## src/map_consts.vh

```
/*
  Constants of the address translation and protection unit: register offsets,
  field positions, reset values and the sizes of the address spaces.
  Assumes inclusion by bare name from the unit's design files.
*/
`ifndef MAP_CONSTS_VH
`define MAP_CONSTS_VH

// Address spaces and granule.
`define MAP_LOG_W        16
`define MAP_PHYS_W       24
`define MAP_GRAN_SHIFT   8
`define MAP_GRAN_W       16
`define MAP_LEN_W        8
`define MAP_SLOT_W       2
`define MAP_SECTOR_GRANS 16'h0004

// Register offsets, byte addresses on the APB.
`define MAP_ADDR_W       12
`define MAP_OFF_CTRL     12'h000
`define MAP_OFF_STAT     12'h004
`define MAP_OFF_MASK     12'h008
`define MAP_OFF_SFRSYS   12'h00c
`define MAP_OFF_SFRAPP   12'h010
`define MAP_OFF_CLDESC   12'h014
`define MAP_OFF_FAULT    12'h018
`define MAP_OFF_DESC     12'h040
`define MAP_OFF_DESC_END 12'h07c

// Control fields.
`define MAP_CTRL_EN      0
`define MAP_CTRL_CL      1
`define MAP_CTRL_W       2

// Status and mask fields.
`define MAP_ST_RANGE     0
`define MAP_ST_SFR       1
`define MAP_ST_SECTOR    2
`define MAP_ST_W         3

// Descriptor word fields.
`define MAP_DESC_BASE_LSB 0
`define MAP_DESC_LEN_LSB  16

// Reset values.
`define MAP_CTRL_RST     2'h0
`define MAP_STAT_RST     3'h0
`define MAP_MASK_RST     3'h0
`define MAP_SFR_RST      32'h00000000
`define MAP_DESC_RST     24'h000000

`endif

```

## src/map_xlate.v

```verilog
/*
  One descriptor translation: physical base plus logical window offset, and
  the range check of that offset against the descriptor length.
  Assumes base and length in 256 byte granules; purely combinational.
*/
`timescale 1ns/10ps
`include "map_consts.vh"

module map_xlate
(
  // Descriptor.
  input  wire [`MAP_GRAN_W-1:0] descBase,
  input  wire [`MAP_LEN_W-1:0]  descLen,
  // Logical offset inside the 16 kByte window.
  input  wire [13:0]            winOffs,
  // Result.
  output wire [`MAP_PHYS_W-1:0] physAddr,
  output wire                   outRange
);

  assign physAddr = {descBase, 8'h00} + {10'h000, winOffs}; // RULE_04
  // A window offset at or past the length lies outside the descriptor.
  assign outRange = {2'b00, winOffs[13:8]} >= descLen;      // RULE_06

endmodule

```

## src/map_sfr_check.v

```verilog
/*
  Special function register rights check: one bit per hardware component,
  one rights word for system mode and one for application mode.
  Assumes the core gives a 5 bit component index with each SFR access.
*/
`timescale 1ns/10ps

module map_sfr_check
#(
  parameter COMP_W = 5
)
(
  // Rights words.
  input  wire [(1<<COMP_W)-1:0] rightsSys,
  input  wire [(1<<COMP_W)-1:0] rightsApp,
  // Access.
  input  wire                   sysMode,
  input  wire [COMP_W-1:0]      compId,
  // Result.
  output wire                   denied
);

  wire [(1<<COMP_W)-1:0] rights;

  assign rights = sysMode ? rightsSys : rightsApp; // RULE_05
  assign denied = ~rights[compId];                 // RULE_05

endmodule

```

## src/map_top.v

```verilog
/*
  Memory management and protection unit between the card core and the
  physical memories and special function registers.
  Assumes the core access is on clk; APB privilege comes on pprot[0].
*/
// Our own choices: the address map and the APB slave port.
// Notes on behaviour
// RULE_01: 64 kByte logical mapped into 16 MByte physical.
// RULE_02: System and application mode, separate contexts.
// RULE_03: Per mode four data, four code descriptors.
// RULE_04: Descriptor base and length in 256 byte.
// RULE_05: Two rights words guard component SFR accesses.
// RULE_06: Out of range access raises non-maskable interrupt.
// RULE_07: Descriptor table reachable only from system mode.
// RULE_08: After reset transparent, no checks, until enabled.
// RULE_09: System software must enable protection after reset.
// RULE_10: Contactless mode adds descriptor opening reserved sector.
// RULE_11: Rights set by software apply to every access.
// RULE_12: Violating access blocked before the interrupt appears.
`timescale 1ns/10ps
`include "map_consts.vh"

module map_top
#(
  parameter COMP_W      = 5,
  parameter SECTOR_BASE = 16'h0100
)
(
  // Clock and reset.
  input  wire                    clk,
  input  wire                    sys_rst,
  // APB register port.
  input  wire                    psel,
  input  wire                    penable,
  input  wire                    pwrite,
  input  wire [`MAP_ADDR_W-1:0]  paddr,
  input  wire [31:0]             pwdata,
  input  wire [2:0]              pprot,
  output wire [31:0]             prdata,
  output wire                    pready,
  output wire                    pslverr,
  // Core access.
  input  wire                    cpuReq,
  input  wire                    cpuWr,
  input  wire                    cpuCode,
  input  wire                    cpuSfr,
  input  wire                    cpuSysMode,
  input  wire [`MAP_LOG_W-1:0]   cpuAddr,
  input  wire [COMP_W-1:0]       cpuCompId,
  // Physical side.
  output wire                    memReq,
  output wire                    memWr,
  output wire                    memSfr,
  output wire [`MAP_PHYS_W-1:0]  memAddr,
  // Interrupts.
  output wire                    nmi,
  output wire                    irq
);

  localparam NCOMP = 1 << COMP_W;

  // Registers.
  reg [`MAP_CTRL_W-1:0]  ctrl_ff;
  reg [`MAP_ST_W-1:0]    stat_ff;
  reg [`MAP_ST_W-1:0]    mask_ff;
  reg [NCOMP-1:0]        sfrSys_ff;
  reg [NCOMP-1:0]        sfrApp_ff;
  reg [23:0]             clDesc_ff;
  reg [`MAP_LOG_W-1:0]   fault_ff;
  reg [23:0]             desc_ff [0:15];
  reg [31:0]             prdata_ff;
  reg                    pready_ff;
  reg                    pslverr_ff;
  reg                    memReq_ff;
  reg                    memWr_ff;
  reg                    memSfr_ff;
  reg [`MAP_PHYS_W-1:0]  memAddr_ff;
  reg                    nmiPend_ff;
  reg                    nmi_ff;
  reg                    irq_ff;

  // Bus decode.
  wire       setup;
  wire       access;
  wire       busPriv;
  wire       wrDone;
  reg [31:0] nxt_prdata;
  reg        nxt_pslverr;

  // Translation.
  wire [3:0]             descIdx;
  wire                   useCl;
  wire [23:0]            selDesc;
  wire [`MAP_PHYS_W-1:0] xlAddr;
  wire                   xlOut;
  wire                   sfrDenied;
  wire                   enabled;
  wire                   sectorHit;
  wire                   violRange;
  wire                   violSfr;
  wire                   violSector;
  wire                   violAny;
  wire [`MAP_ST_W-1:0]   evSet;
  wire [`MAP_ST_W-1:0]   w1c;
  wire [`MAP_ST_W-1:0]   nxt_stat;

  integer i;

  function isDesc;
    input [`MAP_ADDR_W-1:0] a;
    begin
      isDesc = (a >= `MAP_OFF_DESC) && (a <= `MAP_OFF_DESC_END) && (a[1:0] == 2'b00);
    end
  endfunction

  function isMapped;
    input [`MAP_ADDR_W-1:0] a;
    begin
      isMapped = isDesc(a) || (a == `MAP_OFF_CTRL) || (a == `MAP_OFF_STAT) ||
                 (a == `MAP_OFF_MASK) || (a == `MAP_OFF_SFRSYS) ||
                 (a == `MAP_OFF_SFRAPP) || (a == `MAP_OFF_CLDESC) ||
                 (a == `MAP_OFF_FAULT);
    end
  endfunction

  assign setup   = psel & ~penable;
  assign access  = psel & penable & pready_ff;
  // The whole map is privileged, so application code can never retarget itself.
  assign busPriv = pprot[0];                                         // RULE_07
  assign wrDone  = access & pwrite & busPriv & isMapped(paddr);      // RULE_07

  // Read data and error are prepared in the setup cycle and held for access.
  always @*
  begin
    nxt_prdata  = 32'h00000000;
    nxt_pslverr = 1'b0;
    if (!busPriv || !isMapped(paddr))
      nxt_pslverr = 1'b1;                                            // RULE_07
    else if (isDesc(paddr))
      nxt_prdata = {8'h00, desc_ff[paddr[5:2]]};
    else
    begin
      case (paddr)
        `MAP_OFF_CTRL:   nxt_prdata = {30'h00000000, ctrl_ff};
        `MAP_OFF_STAT:   nxt_prdata = {29'h00000000, stat_ff};
        `MAP_OFF_MASK:   nxt_prdata = {29'h00000000, mask_ff};
        `MAP_OFF_SFRSYS: nxt_prdata = sfrSys_ff;
        `MAP_OFF_SFRAPP: nxt_prdata = sfrApp_ff;
        `MAP_OFF_CLDESC: nxt_prdata = {8'h00, clDesc_ff};
        `MAP_OFF_FAULT:  nxt_prdata = {16'h0000, fault_ff};
        default:         nxt_prdata = 32'h00000000;
      endcase
    end
  end

  // Every transfer gets exactly one access cycle; pready never waits, so the
  // read path needs no second stage.
  always @(posedge clk)
  begin
    if (sys_rst)
    begin
      prdata_ff  <= 32'h00000000;
      pready_ff  <= 1'b0;
      pslverr_ff <= 1'b0;
    end
    else
    begin
      pready_ff <= setup & ~pready_ff;
      if (setup)
      begin
        prdata_ff  <= pwrite ? 32'h00000000 : nxt_prdata;
        pslverr_ff <= nxt_pslverr;
      end
    end
  end

  // Software-written configuration.
  always @(posedge clk)
  begin
    if (sys_rst)
    begin
      ctrl_ff   <= `MAP_CTRL_RST;                                    // RULE_08
      mask_ff   <= `MAP_MASK_RST;
      sfrSys_ff <= `MAP_SFR_RST;
      sfrApp_ff <= `MAP_SFR_RST;
      clDesc_ff <= `MAP_DESC_RST;
      for (i = 0; i < 16; i = i + 1)
        desc_ff[i] <= `MAP_DESC_RST;
    end
    else if (wrDone)
    begin
      if (isDesc(paddr))
        desc_ff[paddr[5:2]] <= pwdata[23:0];                         // RULE_03
      case (paddr)
        `MAP_OFF_CTRL:   ctrl_ff   <= pwdata[`MAP_CTRL_W-1:0];       // RULE_11
        `MAP_OFF_MASK:   mask_ff   <= pwdata[`MAP_ST_W-1:0];
        `MAP_OFF_SFRSYS: sfrSys_ff <= pwdata;                        // RULE_05
        `MAP_OFF_SFRAPP: sfrApp_ff <= pwdata;                        // RULE_05
        `MAP_OFF_CLDESC: clDesc_ff <= pwdata[23:0];                  // RULE_10
        default:         ctrl_ff   <= ctrl_ff;
      endcase
    end
  end

  // Until software sets the enable bit every access passes unchecked and
  // untranslated.
  assign enabled = ctrl_ff[`MAP_CTRL_EN];                            // RULE_08

  // Table index: mode, access type, then the logical window.
  assign descIdx = {~cpuSysMode, cpuCode, cpuAddr[15:14]};           // RULE_02
  // The contactless descriptor replaces the last data window in that mode.
  assign useCl   = ctrl_ff[`MAP_CTRL_CL] & ~cpuCode & (cpuAddr[15:14] == 2'b11); // RULE_10
  assign selDesc = useCl ? clDesc_ff : desc_ff[descIdx];             // RULE_03

  map_xlate u_xlate
  (
    .descBase (selDesc[`MAP_DESC_LEN_LSB-1:`MAP_DESC_BASE_LSB]),
    .descLen  (selDesc[`MAP_DESC_LEN_LSB+`MAP_LEN_W-1:`MAP_DESC_LEN_LSB]),
    .winOffs  (cpuAddr[13:0]),
    .physAddr (xlAddr),
    .outRange (xlOut)
  );

  map_sfr_check #(.COMP_W(COMP_W)) u_sfr
  (
    .rightsSys (sfrSys_ff),
    .rightsApp (sfrApp_ff),
    .sysMode   (cpuSysMode),
    .compId    (cpuCompId),
    .denied    (sfrDenied)
  );

  // The reserved sector is 1 kByte; only the contactless descriptor reaches it.
  assign sectorHit  = (xlAddr[`MAP_PHYS_W-1:8] >= SECTOR_BASE) &&
                      (xlAddr[`MAP_PHYS_W-1:8] < SECTOR_BASE + `MAP_SECTOR_GRANS);
  assign violRange  = enabled & cpuReq & ~cpuSfr & xlOut;            // RULE_06
  assign violSfr    = enabled & cpuReq & cpuSfr & sfrDenied;         // RULE_05
  assign violSector = enabled & cpuReq & ~cpuSfr & ~xlOut & sectorHit & ~useCl; // RULE_10
  assign violAny    = violRange | violSfr | violSector;              // RULE_11

  // Physical access; a violating access never leaves the unit.
  always @(posedge clk)
  begin
    if (sys_rst)
    begin
      memReq_ff  <= 1'b0;
      memWr_ff   <= 1'b0;
      memSfr_ff  <= 1'b0;
      memAddr_ff <= 24'h000000;
    end
    else
    begin
      memReq_ff <= cpuReq & ~violAny;                                // RULE_12
      memWr_ff  <= cpuReq & cpuWr & ~violAny;                        // RULE_12
      memSfr_ff <= cpuReq & cpuSfr & ~violAny;
      // The address follows every request, a refused one too; memReq alone
      // qualifies it, so a refused address never reaches a memory.
      if (cpuReq)
      begin
        if (!enabled || cpuSfr)
          memAddr_ff <= {8'h00, cpuAddr};                            // RULE_08
        else
          memAddr_ff <= xlAddr;                                      // RULE_01
      end
    end
  end

  // Sticky status; a new event wins over a clear in the same cycle.
  assign evSet    = {violSector, violSfr, violRange};
  assign w1c      = (wrDone && paddr == `MAP_OFF_STAT) ? pwdata[`MAP_ST_W-1:0] : 3'h0;
  assign nxt_stat = (stat_ff & ~w1c) | evSet;

  always @(posedge clk)
  begin
    if (sys_rst)
    begin
      stat_ff    <= `MAP_STAT_RST;
      fault_ff   <= 16'h0000;
      nmiPend_ff <= 1'b0;
      nmi_ff     <= 1'b0;
      irq_ff     <= 1'b0;
    end
    else
    begin
      stat_ff    <= nxt_stat;
      if (violAny)
        fault_ff <= cpuAddr;
      // The interrupt trails the blocked access by a cycle, so the block is seen first.
      nmiPend_ff <= violAny;                                         // RULE_12
      nmi_ff     <= nmiPend_ff;                                      // RULE_06
      irq_ff     <= |(nxt_stat & mask_ff);
    end
  end

  assign prdata  = prdata_ff;
  assign pready  = pready_ff;
  assign pslverr = pslverr_ff;
  assign memReq  = memReq_ff;
  assign memWr   = memWr_ff;
  assign memSfr  = memSfr_ff;
  assign memAddr = memAddr_ff;
  assign nmi     = nmi_ff;
  assign irq     = irq_ff;

endmodule

```

## config.mk

```make
export PLATFORM = sky130hd
export DESIGN_NAME = map_top
export DESIGN_NICKNAME = d
export VERILOG_FILES = /design/src/map_xlate.v /design/src/map_sfr_check.v /design/src/map_top.v
export VERILOG_INCLUDE_DIRS = /design/src
export SDC_FILE = /design/constraint.sdc
export NUM_CORES = 1
export LEC_CHECK = 0
export BUFFER_PORTS_ARGS = -buffer_cell sky130_fd_sc_hd__buf_4
export CORE_MARGIN = 3
export CORE_UTILIZATION = 40
export DETAILED_ROUTE_END_ITERATION = 12
export GPL_ROUTABILITY_DRIVEN = 0
export HOLD_SLACK_MARGIN = 0.1
export PLACE_DENSITY = 0.53
export SLEW_MARGIN = 25
export SYNTH_ARGS = -nofsm -noshare
export SYNTH_HDL_FRONTEND = slang
export SYNTH_SLANG_ARGS = --single-unit
```

## constraint.sdc

```tcl
create_clock -name clk -period 17.7 [get_ports clk]
set_clock_uncertainty 0.15 [all_clocks]
set_input_delay 1.77 -clock clk [delete_from_list [all_inputs] [get_ports clk]]
set_output_delay 1.77 -clock clk [all_outputs]
set_load 0.005 [all_outputs]
```

==> out/qor.yml <==
sta:
  fin_hold_ws_ns: 0.295
  finalSetupViolations: 0
  hold_viol_final: 0
  max_freq_mhz: 134
  finalCritPeriodShare_pct: 42.1
  fin_tns_setup_ns: 0
  worst_pin_slew_ns: 1.10
  min_period_ns: 7.45
  slew_violations: 0
  relSlewSlack_pct: 26.7
  rsz0062_at_grt: "no"
synthesis:
  synth_cells: 2298
  async_flop_share_pct: 0
  synth_cell_types: 67
  syn_area_sq_mm: 0.0288
  ys_ff_latch: 560
  synth_area_per_cell_sq_um: 12.5
  synth_top_area_cell: "edfxtp_1"
  yosysTopAreaCellShare_pct: 40.1
  synth_enable_flop_cells: 384
  synth_area_leaders: "edfxtp_1 40%, mux4_2 18%, dfxtp_1 12%"
  yosysSeqAreaShare_pct: 52.3
  ys.flop_type: "edfxtp_1"
  synth_warnings: 0
  synth_fp_nets: 2389
finish:
  drive_gt1_share_pct: 23.4
  fillCellCount: 6339
  area_delta_synth_final_pct: 12.6
  final_util_pct: 45.8
  final_cell_mix: "392 x and2_1, 384 x edfxtp_1, 263 x nand2_1"
  layout.cells.most_common: "and2_1"
  ff_latch_area_sq_mm: 0.0151
  stdcell_area_sq_mm: 0.0324
  fin_nets: 2417
  multi_input_area_sq_mm: 0.0129
  stdcell_count: 3306
routing:
  via_per_inst: 5.97
  drc: 0
  wl_mm: 96.8
  dr.pass1.iters: 7
  antenna_left: 0
  post_drt_wl_per_cell_um: 29.3
  vias: 19743
  drt_iter0_markers: 1983
cts:
  cts-root-buf: "clkbuf_16"
  cts_buffers: 60
  cts_max_level: 2
  cts_setup_buffers: 0
  cts_buffer_depth: 3
  clkTransAtPathRegs_ns: 0.06
  cts_resized: 0
  cts_hold_buffers: 0
  insertion_delay_ns: 0.63
  clock_sinks: 560
  cts_tree: "done"
grt:
  antenna_found_initial: 5
  grt_pass1_vias: 19893
  grt_use_total_pct: 25.5
  overflow: 0
  grt_pass1_wl_mm: 139
  grt_max_degree: 88
outcome:
  outcome: "finished, final reports clean"
worst_hold_path:
  hold_class: "reg2reg"
  hold_depth: 1
  hold_start: "nmiPend_ff"
  holdPathEnd: "nmi"
placement:
  dp_cells: 3202
  place_area_sq_mm: 0.0305
  place_hpwl_mm: 58.2
  portBuffers: 138
worst_setup_path:
  ff2ff_setup_slack_ns: 12.51
  critPathArrivalTime_ns: 7.77
  critPathKind: "in2reg"
  rr_startpoint: "desc_ff[15][1]"
  reg2reg_to: "fault_ff[5]"
  worstPathRequired_ns: 18.03
  worstSetupEndpointType: "register"
  start_kind: "primary input"
  reg2regPathDepth: 15
  crit_path_max_fanout: 44
floorplan:
  rows: 97
  pin_count: 141
  die_y_um: 274
  die_width_um: 274
  core_area_sq_mm: 0.0706
  die-area_sq_mm: 0.0752
  initial_utilization_pct: 40.7
pwr:
  peakVddDrop_v: 0.0000745
  p_per_area_mw_per_mm2: 90.8
  p_leak_nw: 11.7
flow_run:
  maxCapViolations: 0
[power breakdown]
| group | total [mW] | switching, mW | internal, mW | leakage (nW) |
|---|---|---|---|---|
| registers | 1.44 | 0.0147 | 1.43 | 5.43 |
| logic | 0.285 | 0.173 | 0.112 | 5.36 |
| clock network | 1.21 | 0.531 | 0.682 | 0.916 |
| total | 2.94 | 0.719 | 2.22 | 11.7 |
[cell usage after synthesis, types with 19 or more instances]
library cell / n
dfxtp_1: 176
or2_2: 20
edfxtp_1: 384
mux4_2: 227
o21ai_0: 19
nor2_1: 112
nand2_1: 263
a21oi_1: 116
mux2i_1: 67
and2_1: 393
a22oi_1: 62
buf_1: 25
clkbuf_1: 173
nand2b_1: 40
[worst max-delay path, cell delays in order]
cell	delay (ns)
buf_6	0.46
buf_4	0.62
buf_4	0.71
mux4_2	0.63
mux4_2	0.58
nand2_1	0.11
nand2_1	0.11
ha_1	0.32
o21a_1	0.15
a21oi_1	0.16
nor2_1	0.12
and4_1	0.27
or4_4	0.50
a2111oi_4	0.70
nor2_4	0.31
mux2i_1	0.20
[worst max-delay path by stage]
stage	slack, ns	depth (start not counted)	from	endpoint
after floorplan	10.34	21	cpuAddr[14]	fault_ff[14]
after CTS	10.16	16	cpuAddr[14]	fault_ff[11]
after detailed placement	9.49	16	cpuAddr[14]	fault_ff[11]
after global placement	9.56	16	cpuAddr[14]	fault_ff[0]
final	10.25	16	cpuAddr[14]	fault_ff[5]
after global routing	9.87	17	cpuAddr[14]	fault_ff[14]
[sequential cells by signal, summed over array words and instances, names as in the netlist, 2 cells and up]
signal     flops
memAddr       24
desc_ff      384
fault_ff      16
mask_ff        3
sfrApp_ff     32
clDesc_ff     24
sfrSys_ff     32
stat_ff        3
prdata        32
ctrl_ff        2
[metrics by stage]
step / total power, mW / setup slack, ns
after floorplan: 1.64 / 10.34
after global placement: 1.75 / 9.56
after detailed placement: 1.75 / 9.49
after CTS: 2.96 / 10.16
after global routing: 3.02 / 9.87
final: 2.94 / 10.25
[metal layers]
layer  vias up  GRT usage, %  share of wire (%)
li1       8562             -                  -
met4         0          9.07                4.1
met3       195          4.21                7.8
met2       836          42.6                 48
met5         -             0                  0
met1     10150          33.6                 40
[area by class of cell]
type / count / area share (%)
clock buffer: 82 / 5.40
inverter: 9 / 0.104
timing repair buffer: 180 / 4.27
clock inverter: 19 / 0.313
antenna: 1 / 0.00773
sequential: 560 / 46.5
tap: 940 / 3.63
multi-input combinational: 1515 / 39.8
[cell families after synthesis]
kind of cell               Yosys count  synth area share (%)
AOI/OAI and AO/OA                  288                  6.74
and+or+nand+nor                    898                  16.3
DFF                                560                  52.3
muxes                              303                  20.5
adders and majority gates           13                 0.591
xor gates and xnor gates            13                 0.396
buffers and inverters              223                  3.16
Power figures use the tool's default switching activity.
